<file path="src/hdtx_pkg.sv">
// Purpose: shared constants and types of the hdlc transmit packet path
// Assumes: 16-bit register port with byte addresses as printed
// Notes: one definition per number; hdtx_tx_path and the bench import the whole package
package hdtx_pkg;
  // register byte addresses
  localparam logic [7:0] ADDR_CTRL = 8'hA0;
  localparam logic [7:0] ADDR_DATA = 8'hA2;
  localparam logic [7:0] ADDR_STAT = 8'hA4;
  localparam logic [7:0] ADDR_LATCH = 8'hA6;
  localparam logic [7:0] ADDR_IEN = 8'hA8;
  // packet_control_register fields
  localparam int CTRL_FLUSH = 0;
  localparam int CTRL_NOFCS = 1;
  localparam int CTRL_INV = 2;
  localparam int CTRL_MSB = 3;
  localparam int CTRL_FILL = 4;
  localparam int CTRL_ERR = 5;
  localparam int CTRL_INHIBIT = 6;
  localparam int CTRL_THR_LSB = 8;
  localparam int THR_W = 5;
  localparam logic [15:0] CTRL_RESET = 16'h0800;
  localparam logic [15:0] CTRL_WMASK = 16'h1F7F;
  // queue_write_register fields
  localparam int DATA_BYTE_LSB = 8;
  localparam int DATA_EOP = 0;
  // packet_status_register fields
  localparam int STAT_AVAIL = 0;
  localparam int STAT_EMPTY = 1;
  localparam int STAT_FULL = 2;
  localparam int STAT_LEVEL_LSB = 8;
  localparam int LEVEL_W = 6;
  // packet_status_latched_register fields
  localparam int LAT_AVAIL = 0;
  localparam int LAT_EMPTY = 1;
  localparam int LAT_PEND = 3;
  localparam int LAT_UNDER = 4;
  localparam int LAT_OVER = 5;
  localparam logic [15:0] LAT_RESET = 16'h0000;
  localparam logic [15:0] IEN_WMASK = 16'h003B;
  localparam logic [15:0] IEN_RESET = 16'h0000;
  // framing
  localparam logic [7:0] FLAG_OCTET = 8'h7E;
  localparam logic [15:0] CRC_INIT = 16'hFFFF;
  localparam logic [15:0] CRC_POLY = 16'h8408;
  localparam logic [2:0] STUFF_RUN = 3'h5;
  localparam logic [3:0] BYTE_LAST = 4'h7;
  localparam logic [3:0] FCS_LAST = 4'hF;
  localparam int GROUP_SHIFT = 3;
  localparam logic [3:0] PWRUP_CYCLES = 4'h8;
  typedef enum logic [2:0] {
    HDTX_FILL,
    HDTX_OPEN,
    HDTX_DATA,
    HDTX_FCS,
    HDTX_CLOSE
  } hdtx_state_t;
endpackage

</file>
<file path="src/hdtx_buf2.sv">
// Purpose: two-entry valid/ready buffer between queue and serialiser
// Assumes: single clock, synchronous active-low reset
// Notes: flush drops both entries in one cycle
`timescale 1ns/1ps
`default_nettype none
module hdtx_buf2 #(
  parameter int WIDTH = 9
) (
  input wire logic ref_clk_i,
  input wire logic resetn_i,
  input wire logic flush_i,
  input wire logic in_valid_i,
  output logic in_ready_o,
  input wire logic [WIDTH-1:0] in_data_i,
  output logic out_valid_o,
  input wire logic out_ready_i,
  output logic [WIDTH-1:0] out_data_o
);
  logic [1:0] cnt_ff;
  logic [WIDTH-1:0] slot0_ff;
  logic [WIDTH-1:0] slot1_ff;
  logic push;
  logic pop;

  generate
    if (WIDTH < 1) begin : g_bad_width
      $error("hdtx_buf2: WIDTH must be at least 1");
    end
  endgenerate

  assign in_ready_o = (cnt_ff != 2'h2);
  assign out_valid_o = (cnt_ff != 2'h0);
  assign out_data_o = slot0_ff;
  assign push = in_valid_i && in_ready_o;
  assign pop = out_valid_o && out_ready_i;

  always_ff @(posedge ref_clk_i) begin
    if (!resetn_i || flush_i) begin
      cnt_ff <= 2'h0;
    end else if (push && !pop) begin
      cnt_ff <= cnt_ff + 2'h1;
    end else if (pop && !push) begin
      cnt_ff <= cnt_ff - 2'h1;
    end
  end

  always_ff @(posedge ref_clk_i) begin
    if (!resetn_i) begin
      slot0_ff <= '0;
      slot1_ff <= '0;
    end else if (pop && push) begin
      if (cnt_ff == 2'h1) begin
        slot0_ff <= in_data_i;
      end else begin
        slot0_ff <= slot1_ff;
        slot1_ff <= in_data_i;
      end
    end else if (pop) begin
      slot0_ff <= slot1_ff;
    end else if (push) begin
      if (cnt_ff == 2'h0) begin
        slot0_ff <= in_data_i;
      end else begin
        slot1_ff <= in_data_i;
      end
    end
  end
endmodule
`default_nettype wire

</file>
<file path="src/hdtx_tx_path.sv">
// Purpose: hdlc transmit packet path with queue, framing and registers
// Assumes: one bit leaves per bit_req_i pulse from the overhead inserter
// Notes: register reads answer one cycle after reg_rd_i
`timescale 1ns/1ps
`default_nettype none
////////////////////////////////////////////////////////////////////////
// Function
// [RQ1] decode five registers, three slots unused
// [RQ2] space flag when free exceeds threshold times eight
// [RQ3] launch inhibit stops after current packet
// [RQ4] append complemented crc-16 as check bytes
// [RQ5] error inject appends uncomplemented crc
// [RQ6] check disable sends packets without check bytes
// [RQ7] idle fill flags or all ones
// [RQ8] byte order lsb first or msb first
// [RQ9] optional inversion of every output bit
// [RQ10] flush empties queue, halts, powers down, ignores writes
// [RQ11] after flush, discard until ram powered up
// [RQ12] push byte and marker on upper byte write
// [RQ13] data register reads as zero
// [RQ14] marker flags final byte of packet
// [RQ15] space flag follows free space versus level
// [RQ16] flush release sets empty latched flag
// [RQ17] zero inserted after five ones in packet
module hdtx_tx_path
  import hdtx_pkg::*;
#(
  parameter int DEPTH = 256
) (
  input wire logic ref_clk_i,
  input wire logic resetn_i,
  input wire logic [7:0] reg_addr_i,
  input wire logic reg_wr_i,
  input wire logic reg_rd_i,
  input wire logic [1:0] reg_be_i,
  input wire logic [15:0] reg_wdata_i,
  output logic [15:0] reg_rdata_o,
  input wire logic bit_req_i,
  output logic tx_bit_o,
  output logic fifo_ram_pd_o
);
  localparam int AW = $clog2(DEPTH);
  localparam logic [AW:0] DEPTH_C = (AW+1)'(DEPTH);

  generate
    if (DEPTH < 256 || (DEPTH & (DEPTH - 1)) != 0 || DEPTH > 504)
    begin : g_bad_depth
      $error("hdtx_tx_path: DEPTH must be 256");
    end
  endgenerate

  function automatic logic [15:0] crc_step(input logic [15:0] crc,
                                           input logic din);
    crc_step = {1'b0, crc[15:1]} ^ ((crc[0] ^ din) ? CRC_POLY : 16'h0000);
  endfunction

  ////////////////////////////////////////////////////////////////////////
  // register port
  logic [15:0] ctrl_ff;
  logic [15:0] ien_ff;
  logic [15:0] lat_ff;
  logic [15:0] lat_set;
  logic [15:0] wmask;
  logic [15:0] nxt_rdata;
  logic [15:0] stat_word;
  logic flush;
  logic flush_q_ff;
  logic flush_fall;
  logic [THR_W-1:0] thr;

  assign wmask = {{8{reg_be_i[1]}}, {8{reg_be_i[0]}}};
  assign flush = ctrl_ff[CTRL_FLUSH];
  assign thr = ctrl_ff[CTRL_THR_LSB +: THR_W];
  assign fifo_ram_pd_o = flush; // [RQ10]

  always_ff @(posedge ref_clk_i) begin
    if (!resetn_i) begin
      ctrl_ff <= CTRL_RESET;
    end else if (reg_wr_i && reg_addr_i == ADDR_CTRL) begin
      ctrl_ff <= (ctrl_ff & ~(wmask & CTRL_WMASK)) |
                 (reg_wdata_i & wmask & CTRL_WMASK);
    end
  end

  always_ff @(posedge ref_clk_i) begin
    if (!resetn_i) begin
      ien_ff <= IEN_RESET;
    end else if (reg_wr_i && reg_addr_i == ADDR_IEN) begin
      ien_ff <= (ien_ff & ~(wmask & IEN_WMASK)) |
                (reg_wdata_i & wmask & IEN_WMASK);
    end
  end

  // set wins over a write-one clear in the same cycle
  always_ff @(posedge ref_clk_i) begin
    if (!resetn_i) begin
      lat_ff <= LAT_RESET;
    end else if (reg_wr_i && reg_addr_i == ADDR_LATCH) begin
      lat_ff <= (lat_ff & ~(reg_wdata_i & wmask)) | lat_set;
    end else begin
      lat_ff <= lat_ff | lat_set;
    end
  end

  always_comb begin
    nxt_rdata = 16'h0000;
    if (reg_addr_i == ADDR_CTRL) begin // [RQ1]
      nxt_rdata = ctrl_ff;
    end else if (reg_addr_i == ADDR_DATA) begin
      nxt_rdata = 16'h0000; // [RQ13]
    end else if (reg_addr_i == ADDR_STAT) begin
      nxt_rdata = stat_word;
    end else if (reg_addr_i == ADDR_LATCH) begin
      nxt_rdata = lat_ff;
    end else if (reg_addr_i == ADDR_IEN) begin
      nxt_rdata = ien_ff;
    end
  end

  always_ff @(posedge ref_clk_i) begin
    if (!resetn_i) begin
      reg_rdata_o <= 16'h0000;
    end else if (reg_rd_i) begin
      reg_rdata_o <= nxt_rdata;
    end
  end

  ////////////////////////////////////////////////////////////////////////
  // queue: byte plus end marker per entry
  logic [8:0] mem [DEPTH];
  logic [AW-1:0] wr_ptr_ff;
  logic [AW-1:0] rd_ptr_ff;
  logic [AW:0] count_ff;
  logic [AW:0] free_bytes;
  logic [AW:0] thr_bytes;
  logic [3:0] pwrup_ff;
  logic discard;
  logic wr_hit;
  logic push_req;
  logic push;
  logic pop;
  logic full;
  logic empty;
  logic avail;
  logic avail_q_ff;
  logic empty_q_ff;
  logic buf_in_ready;
  logic buf_valid;
  logic buf_take;
  logic [8:0] buf_data;

  assign full = (count_ff == DEPTH_C);
  assign empty = (count_ff == '0);
  assign free_bytes = DEPTH_C - count_ff;
  assign thr_bytes = {(AW+1-THR_W-GROUP_SHIFT)'(0), thr,
                      GROUP_SHIFT'(0)} + (AW+1)'(1);
  assign avail = (free_bytes >= thr_bytes); // [RQ2] [RQ15]
  assign discard = flush || (pwrup_ff != 4'h0); // [RQ11]
  // only the upper byte lane commits an entry
  assign wr_hit = reg_wr_i && reg_addr_i == ADDR_DATA && reg_be_i[1];
  assign push_req = wr_hit && !discard; // [RQ10] [RQ12]
  assign push = push_req && !full;
  assign pop = !empty && buf_in_ready && !flush;
  assign stat_word = {2'b00,
                      free_bytes[GROUP_SHIFT +: LEVEL_W],
                      5'b00000, full, empty, avail};

  always_ff @(posedge ref_clk_i) begin
    if (!resetn_i) begin
      pwrup_ff <= 4'h0;
    end else if (flush) begin
      pwrup_ff <= PWRUP_CYCLES;
    end else if (pwrup_ff != 4'h0) begin
      pwrup_ff <= pwrup_ff - 4'h1;
    end
  end

  always_ff @(posedge ref_clk_i) begin
    if (push) begin // [RQ12] [RQ14]
      mem[wr_ptr_ff] <= {reg_wdata_i[DATA_BYTE_LSB +: 8],
                         reg_wdata_i[DATA_EOP]};
    end
  end

  always_ff @(posedge ref_clk_i) begin
    if (!resetn_i || flush) begin // [RQ10]
      wr_ptr_ff <= '0;
      rd_ptr_ff <= '0;
      count_ff <= '0;
    end else begin
      if (push) begin
        wr_ptr_ff <= wr_ptr_ff + AW'(1);
      end
      if (pop) begin
        rd_ptr_ff <= rd_ptr_ff + AW'(1);
      end
      if (push && !pop) begin
        count_ff <= count_ff + (AW+1)'(1);
      end else if (pop && !push) begin
        count_ff <= count_ff - (AW+1)'(1);
      end
    end
  end

  always_ff @(posedge ref_clk_i) begin
    if (!resetn_i) begin
      avail_q_ff <= 1'b1; // idle level, so no false latch after reset
      empty_q_ff <= 1'b1;
      flush_q_ff <= 1'b0;
    end else begin
      avail_q_ff <= avail;
      empty_q_ff <= empty;
      flush_q_ff <= flush;
    end
  end

  // the stall of the serialiser reaches the queue through buf_in_ready
  hdtx_buf2 #(
    .WIDTH(9)
  ) u_buf (
    .ref_clk_i(ref_clk_i),
    .resetn_i(resetn_i),
    .flush_i(flush),
    .in_valid_i(pop),
    .in_ready_o(buf_in_ready),
    .in_data_i(mem[rd_ptr_ff]),
    .out_valid_o(buf_valid),
    .out_ready_i(buf_take),
    .out_data_o(buf_data)
  );

  ////////////////////////////////////////////////////////////////////////
  // bit serialiser
  hdtx_state_t state_ff;
  hdtx_state_t nxt_state;
  logic [3:0] pos_ff;
  logic [2:0] ones_ff;
  logic [7:0] byte_ff;
  logic eop_ff;
  logic [15:0] crc_ff;
  logic [15:0] crc_nxt;
  logic [15:0] fcs_ff;
  logic raw_bit;
  logic stuff;
  logic unit_end;
  logic adv;
  logic underflow;
  logic pkt_end_read;

  assign stuff = (state_ff == HDTX_DATA || state_ff == HDTX_FCS ||
                  (state_ff == HDTX_CLOSE && pos_ff == 4'h0)) &&
                 ones_ff == STUFF_RUN; // [RQ17]
  assign adv = bit_req_i && !stuff;
  assign unit_end = (state_ff == HDTX_FCS) ? (pos_ff == FCS_LAST) :
                    (pos_ff == BYTE_LAST);
  assign crc_nxt = crc_step(crc_ff, raw_bit);
  assign buf_take = adv && unit_end && buf_valid && !flush &&
                    (state_ff == HDTX_OPEN ||
                     (state_ff == HDTX_DATA && !eop_ff));
  assign underflow = adv && unit_end && !buf_valid &&
                     (state_ff == HDTX_OPEN ||
                      (state_ff == HDTX_DATA && !eop_ff));
  assign pkt_end_read = pop && mem[rd_ptr_ff][0]; // [RQ14]

  always_comb begin
    raw_bit = 1'b1;
    case (state_ff)
      HDTX_FILL: begin // [RQ7]
        raw_bit = ctrl_ff[CTRL_FILL] ? 1'b1 : FLAG_OCTET[pos_ff[2:0]];
      end
      HDTX_OPEN, HDTX_CLOSE: begin
        raw_bit = FLAG_OCTET[pos_ff[2:0]];
      end
      HDTX_DATA: begin // [RQ8]
        raw_bit = ctrl_ff[CTRL_MSB] ? byte_ff[3'h7 - pos_ff[2:0]] :
                  byte_ff[pos_ff[2:0]];
      end
      HDTX_FCS: begin
        raw_bit = fcs_ff[0];
      end
      default: begin
        raw_bit = 1'b1;
      end
    endcase
  end

  always_comb begin
    nxt_state = state_ff;
    if (adv && unit_end) begin
      case (state_ff)
        HDTX_FILL: begin // [RQ3]
          if (buf_valid && !ctrl_ff[CTRL_INHIBIT]) begin
            nxt_state = HDTX_OPEN;
          end
        end
        HDTX_OPEN: begin
          nxt_state = buf_valid ? HDTX_DATA : HDTX_FILL;
        end
        HDTX_DATA: begin
          if (eop_ff) begin // [RQ6]
            nxt_state = ctrl_ff[CTRL_NOFCS] ? HDTX_CLOSE : HDTX_FCS;
          end else if (!buf_valid) begin
            nxt_state = HDTX_FILL;
          end
        end
        HDTX_FCS: begin
          nxt_state = HDTX_CLOSE;
        end
        HDTX_CLOSE: begin
          nxt_state = HDTX_FILL;
        end
        default: begin
          nxt_state = HDTX_FILL;
        end
      endcase
    end
  end

  always_ff @(posedge ref_clk_i) begin
    if (!resetn_i || flush) begin // [RQ10]
      state_ff <= HDTX_FILL;
      pos_ff <= 4'h0;
    end else if (adv) begin
      state_ff <= nxt_state;
      pos_ff <= unit_end ? 4'h0 : pos_ff + 4'h1;
    end
  end

  always_ff @(posedge ref_clk_i) begin
    if (!resetn_i || flush) begin
      ones_ff <= 3'h0;
    end else if (bit_req_i) begin
      if (stuff || (state_ff != HDTX_DATA && state_ff != HDTX_FCS)) begin
        ones_ff <= 3'h0;
      end else begin
        ones_ff <= raw_bit ? ones_ff + 3'h1 : 3'h0;
      end
    end
  end

  always_ff @(posedge ref_clk_i) begin
    if (!resetn_i) begin
      byte_ff <= 8'h00;
      eop_ff <= 1'b0;
    end else if (buf_take) begin
      byte_ff <= buf_data[8:1];
      eop_ff <= buf_data[0];
    end
  end

  always_ff @(posedge ref_clk_i) begin
    if (!resetn_i || state_ff == HDTX_OPEN) begin
      crc_ff <= CRC_INIT;
    end else if (adv && state_ff == HDTX_DATA) begin
      crc_ff <= crc_nxt;
    end
  end

  // complemented crc normally, raw crc to force a check error
  always_ff @(posedge ref_clk_i) begin
    if (!resetn_i) begin
      fcs_ff <= 16'h0000;
    end else if (adv && unit_end && state_ff == HDTX_DATA && eop_ff) begin
      fcs_ff <= ctrl_ff[CTRL_ERR] ? crc_nxt : ~crc_nxt; // [RQ4] [RQ5]
    end else if (adv && state_ff == HDTX_FCS) begin
      fcs_ff <= {1'b0, fcs_ff[15:1]};
    end
  end

  always_ff @(posedge ref_clk_i) begin
    if (!resetn_i) begin
      tx_bit_o <= 1'b1;
    end else if (bit_req_i) begin
      tx_bit_o <= (stuff ? 1'b0 : raw_bit) ^ ctrl_ff[CTRL_INV]; // [RQ9]
    end
  end

  assign flush_fall = flush_q_ff && !flush;
  always_comb begin
    lat_set = 16'h0000;
    lat_set[LAT_AVAIL] = (avail && !avail_q_ff) || flush_fall;
    lat_set[LAT_EMPTY] = (empty && !empty_q_ff) || flush_fall; // [RQ16]
    lat_set[LAT_PEND] = pkt_end_read;
    lat_set[LAT_UNDER] = underflow;
    lat_set[LAT_OVER] = push_req && full;
  end
endmodule
`default_nettype wire

</file>
<file path="config.mk">
export PLATFORM = sky130hd
export DESIGN_NAME = hdtx_tx_path
export DESIGN_NICKNAME = d
export VERILOG_FILES = /design/src/hdtx_pkg.sv /design/src/hdtx_buf2.sv /design/src/hdtx_tx_path.sv
export SDC_FILE = /design/constraint.sdc
export NUM_CORES = 2
export LEC_CHECK = 0
export BUFFER_PORTS_ARGS = -buffer_cell sky130_fd_sc_hd__buf_2
export CAP_MARGIN = 30
export CELL_PAD_IN_SITES_DETAIL_PLACEMENT = 0
export CELL_PAD_IN_SITES_GLOBAL_PLACEMENT = 2
export CORE_MARGIN = 1
export CORE_UTILIZATION = 37
export CTS_CLUSTER_SIZE = 28
export DETAILED_ROUTE_END_ITERATION = 16
export GPL_TIMING_DRIVEN = 0
export PLACE_DENSITY_LB_ADDON = 0.2
export SLEW_MARGIN = 30
export SYNTH_ARGS = -nofsm -noshare
export SYNTH_HDL_FRONTEND = slang
export SYNTH_HIERARCHICAL = 1
export SYNTH_SLANG_ARGS = --single-unit
</file>
<file path="constraint.sdc">
create_clock -name ref_clk_i -period 9 [get_ports ref_clk_i]
set_input_delay 1.8 -clock ref_clk_i [delete_from_list [all_inputs] [get_ports ref_clk_i]]
set_output_delay 1.8 -clock ref_clk_i [all_outputs]
set_load 0.005 [all_outputs]
</file>
==> summary.md <==
Status
- finished, final reports clean — status

STA
- 0 — max-slew violation total from the final report
- 0.678 — period utilization
- 2.89 ns — Final Worst Setup Slack
- 1.08 ns — actual transition at the worst max-transition pin
- 0.431 ns — Hold WS
- 6.11 ns — clock period minus worst slack
- 0 — number of setup violations in the final report
- 0.276 — Worst slew margin
- 0 — hold violation count in the final report
- no — setup repair after global routing missed its margin
- 164 MHz — maximum clock rate
- 0 ns — Total Negative Setup Slacks
- 0.0600 ns — final worst clock skew

Cells and area
- sky130_fd_sc_hd__edfxtp_1, sky130_fd_sc_hd__mux4_2, sky130_fd_sc_hd__clkbuf_16 — most frequent cells in the layout
- 22443 — filler instances
- sky130_fd_sc_hd__edfxtp_1 — most common cell after layout, fill and taps aside
- 15.8% — area added between synthesis and finish
- 5075 — total number of nets in the final design
- 0.301 — layout cell share with drive strength beyond 1
- 0.112 mm² — area of all placed cells without fillers

Placed design
- 194 mm — estimated wirelength of the detail-placed design
- 2.06 ns — post-placement worst setup slack
- 0.816 — final weighted congestion in routability-driven placement
- 0.103 mm² — cell area reported after detailed placement
- 45 — IO Port Bufs

Routing
- 5665 — Iteration-0 DRC Markers
- 6 — Detailed Routing Iterations Pass 1
- 48589 — via total after detailed routing
- 0 — antenna-violating nets left
- 5.64 — post-DR vias/cell
- 286 mm — routed wire length
- 33.2 µm — average detailed-routed wire length per instance
- 0 — Post-route DRC

Clocking
- 0 — cts hold-fix bufs
- 2466 — number of clock sinks
- done — clock tree from TritonCTS
- 4 — clock tree buffer depth
- 0.06 ns — register clock-pin slew on the reported worst setup and hold paths
- 290 — total CTS buffers
- sky130_fd_sc_hd__clkbuf_16 — root buffer cell
- 0 — # resized after CTS
- 5 — CTS H-Tree Depth
- 0 — # Post-CTS Setup Buffers
- 0.93 ns — clock insertion delay at the later pin of the skew report

Worst setup path
- 6.91 ns — endpoint arrival time on the critical path
- 4 — CP Buf/Inv Count
- 9.81 ns — critical path data required time
- flip-flop to flip-flop — Worst Setup Path Type
- 0.73 ns — Crit path largest cell delay
- flip-flop — Setup crit start kind
- clkbuf_1 > clkbuf_1 > clkbuf_2 > clkbuf_1 > mux4_2 > mux4_2 > a22oi_1 > nand2_1 > a22oi_1 > o221ai_1 > mux2_2 > nand2_1 > a21oi_1 — chain of cells forming the critical path
- sky130_fd_sc_hd__clkbuf_1 — slowest cell on the critical path
- 10 — Max Fanout on Critical Path
- flip-flop — category of the worst setup path capture point
- sky130_fd_sc_hd__clkbuf_1 — CP most frequent cell
- buffers and inverters — CP delay by family, top

Logic synthesis
- 4688 — syn_nets
- 2466 — FF+latch count, synth
- 2304 — EDFF count, synth
- 0.751 — register area share after synthesis
- 0 — FFs w/ async S/R, synth
- 20.9 µm² — mean instance size in the synthesized netlist
- 6 — yosys warns
- 0.0964 mm² — synthesized area
- 68 — count of distinct cell types in the synthesized netlist
- sky130_fd_sc_hd__edfxtp_1 — dominant register cell in the synthesized netlist
- 4623 — count of mapped cells out of synthesis

GRT
- 397 mm — wire length of the first global-routing pass
- 14 — number of antenna violations at the first check in global routing
- 113 — largest net degree at the start of global routing
- 0 — gr ovfl total
- 49196 — via count of the first global-routing pass
- 0.218 — global-route usage over all layers

Power
- 34.6 nW — P_leak
- 0.247 mV — worst voltage drop across the vdd grid
- 0.0300 W — post-layout total power
- 269 mW/mm² — pwr dens

Die
- 0.259 mm² — core outline area
- 49 — I/O pins
- 0.372 — starting utilization of the core area
- 512 µm — height of the die
- 0.263 mm² — Die Footprint
- 512 µm — Horiz. Die Dim
- 187 — row count

Worst hold path
- flip-flop to flip-flop — hold crit path type

Run
- 0 — MaxCap Viol Count

==> path summary, 6_finish.rpt <==
path	to	depth (start not counted)	from	slack (ns)
min reg2reg	lat_ff[11]	2	lat_ff[11]	0.43
max	u_buf/out_data_o[8]	13	flip-flop	2.89
max reg2reg	u_buf/out_data_o[8]	13	flip-flop	2.89
min	lat_ff[11]	2	lat_ff[11]	0.43
==> stage by stage <==
stage	utilization	cells
global route	0.431	8613
global placement	0.389	8070
finish	0.431	8616
detailed placement	0.396	8116
CTS	0.430	8608
floorplan	-	4623
==> registers in the layout, summed over array words and instances (netlist names), 2 cells and up, named ones only <==
register,count
u_buf/slot1_ff,9
ones_ff,3
rd_ptr_ff,8
reg_rdata_o,16
byte_ff,8
mem,2304
crc_ff,16
fcs_ff,16
lat_ff,16
count_ff,9
wr_ptr_ff,8
u_buf/cnt_ff,2
pos_ff,4
state_ff,3
u_buf/out_data_o,9
pwrup_ff,4
==> kinds of logic after synthesis <==
group | count (synthesis) | synth area share
buffers and inverters | 308 | 0.0130
xor gates and xnor gates | 51 | 0.00479
and+or+nand+nor | 714 | 0.0333
DFF | 2466 | 0.751
muxes | 797 | 0.175
adders and majority gates | 34 | 0.00449
AOI/OAI and AO/OA | 253 | 0.0186
==> report_power, final <==
group / switching [W] / internal, W / total [W] / leakage, nW
clock: 0.00457 / 0.00662 / 0.0112 / 4.33
combinational: 0.00359 / 0.00260 / 0.00619 / 8.29
sequential: 0.0000710 / 0.0126 / 0.0127 / 22.0
total: 0.00823 / 0.0218 / 0.0300 / 34.6
==> layout make-up <==
cell class / instances / area (µm²) / area share
Sequential cell: 2466 / 72400 / 0.649
Multi-Input combinational cell: 1849 / 23300 / 0.209
Clock buffer: 359 / 7690 / 0.0689
Tap cell: 3402 / 4260 / 0.0381
Timing Repair Buffer: 95 / 1450 / 0.0130
Buffer: 268 / 1210 / 0.0108
Clock inverter: 133 / 1200 / 0.0107
Inverter: 40 / 150 / 0.00134
Antenna cell: 4 / 10.0 / 0.0000896
==> tightest hold or removal path, delay by kind of cell (launching register included) <==
| family | cells | cell delay, ns |
|---|---|---|
| compound gates | 1 | 0.03 |
| flops | 1 | 0.30 |
| simple gates | 1 | 0.05 |
==> cell usage after synthesis (8+ instances only) <==
cell type,count,share of area
sky130_fd_sc_hd__mux2_2,14,0.0016
sky130_fd_sc_hd__nand2_1,163,0.0063
sky130_fd_sc_hd__nand4_1,13,0.00084
sky130_fd_sc_hd__nor2_1,320,0.012
sky130_fd_sc_hd__edfxtp_1,2304,0.72
sky130_fd_sc_hd__o22ai_1,9,0.00058
sky130_fd_sc_hd__xnor2_1,15,0.0014
sky130_fd_sc_hd__nand3_1,56,0.0029
sky130_fd_sc_hd__o21ai_0,41,0.0021
sky130_fd_sc_hd__o2bb2ai_1,9,0.00082
sky130_fd_sc_hd__mux2i_1,77,0.0080
sky130_fd_sc_hd__mux4_2,702,0.16
sky130_fd_sc_hd__a22o_1,18,0.0016
sky130_fd_sc_hd__dfxtp_1,162,0.034
sky130_fd_sc_hd__ha_1,33,0.0043
sky130_fd_sc_hd__and2_1,9,0.00058
sky130_fd_sc_hd__nor4_1,8,0.00052
sky130_fd_sc_hd__clkbuf_1,164,0.0064
sky130_fd_sc_hd__o221ai_1,8,0.00073
sky130_fd_sc_hd__a21oi_1,47,0.0024
sky130_fd_sc_hd__nor2b_1,52,0.0034
sky130_fd_sc_hd__inv_1,35,0.0014
sky130_fd_sc_hd__or3_1,9,0.00058
sky130_fd_sc_hd__a221oi_1,16,0.0015
sky130_fd_sc_hd__xor2_1,34,0.0031
sky130_fd_sc_hd__a22oi_1,47,0.0037
sky130_fd_sc_hd__nor3_1,19,0.00099
sky130_fd_sc_hd__nand2b_1,23,0.0015
sky130_fd_sc_hd__buf_1,42,0.0016
sky130_fd_sc_hd__and3_1,21,0.0014
sky130_fd_sc_hd__a21boi_0,10,0.00078
sky130_fd_sc_hd__buf_2,59,0.0031
==> metal layers <==
| metal | up-vias | share of wire | global-route usage |
|---|---|---|---|
| met5 | - | 0 | 0 |
| met4 | 0 | 0.022 | 0.0552 |
| met3 | 353 | 0.071 | 0.0440 |
| met2 | 1707 | 0.48 | 0.346 |
| met1 | 26584 | 0.43 | 0.306 |
| li1 | 19945 | - | - |
Power figures use the tool's default switching activity.
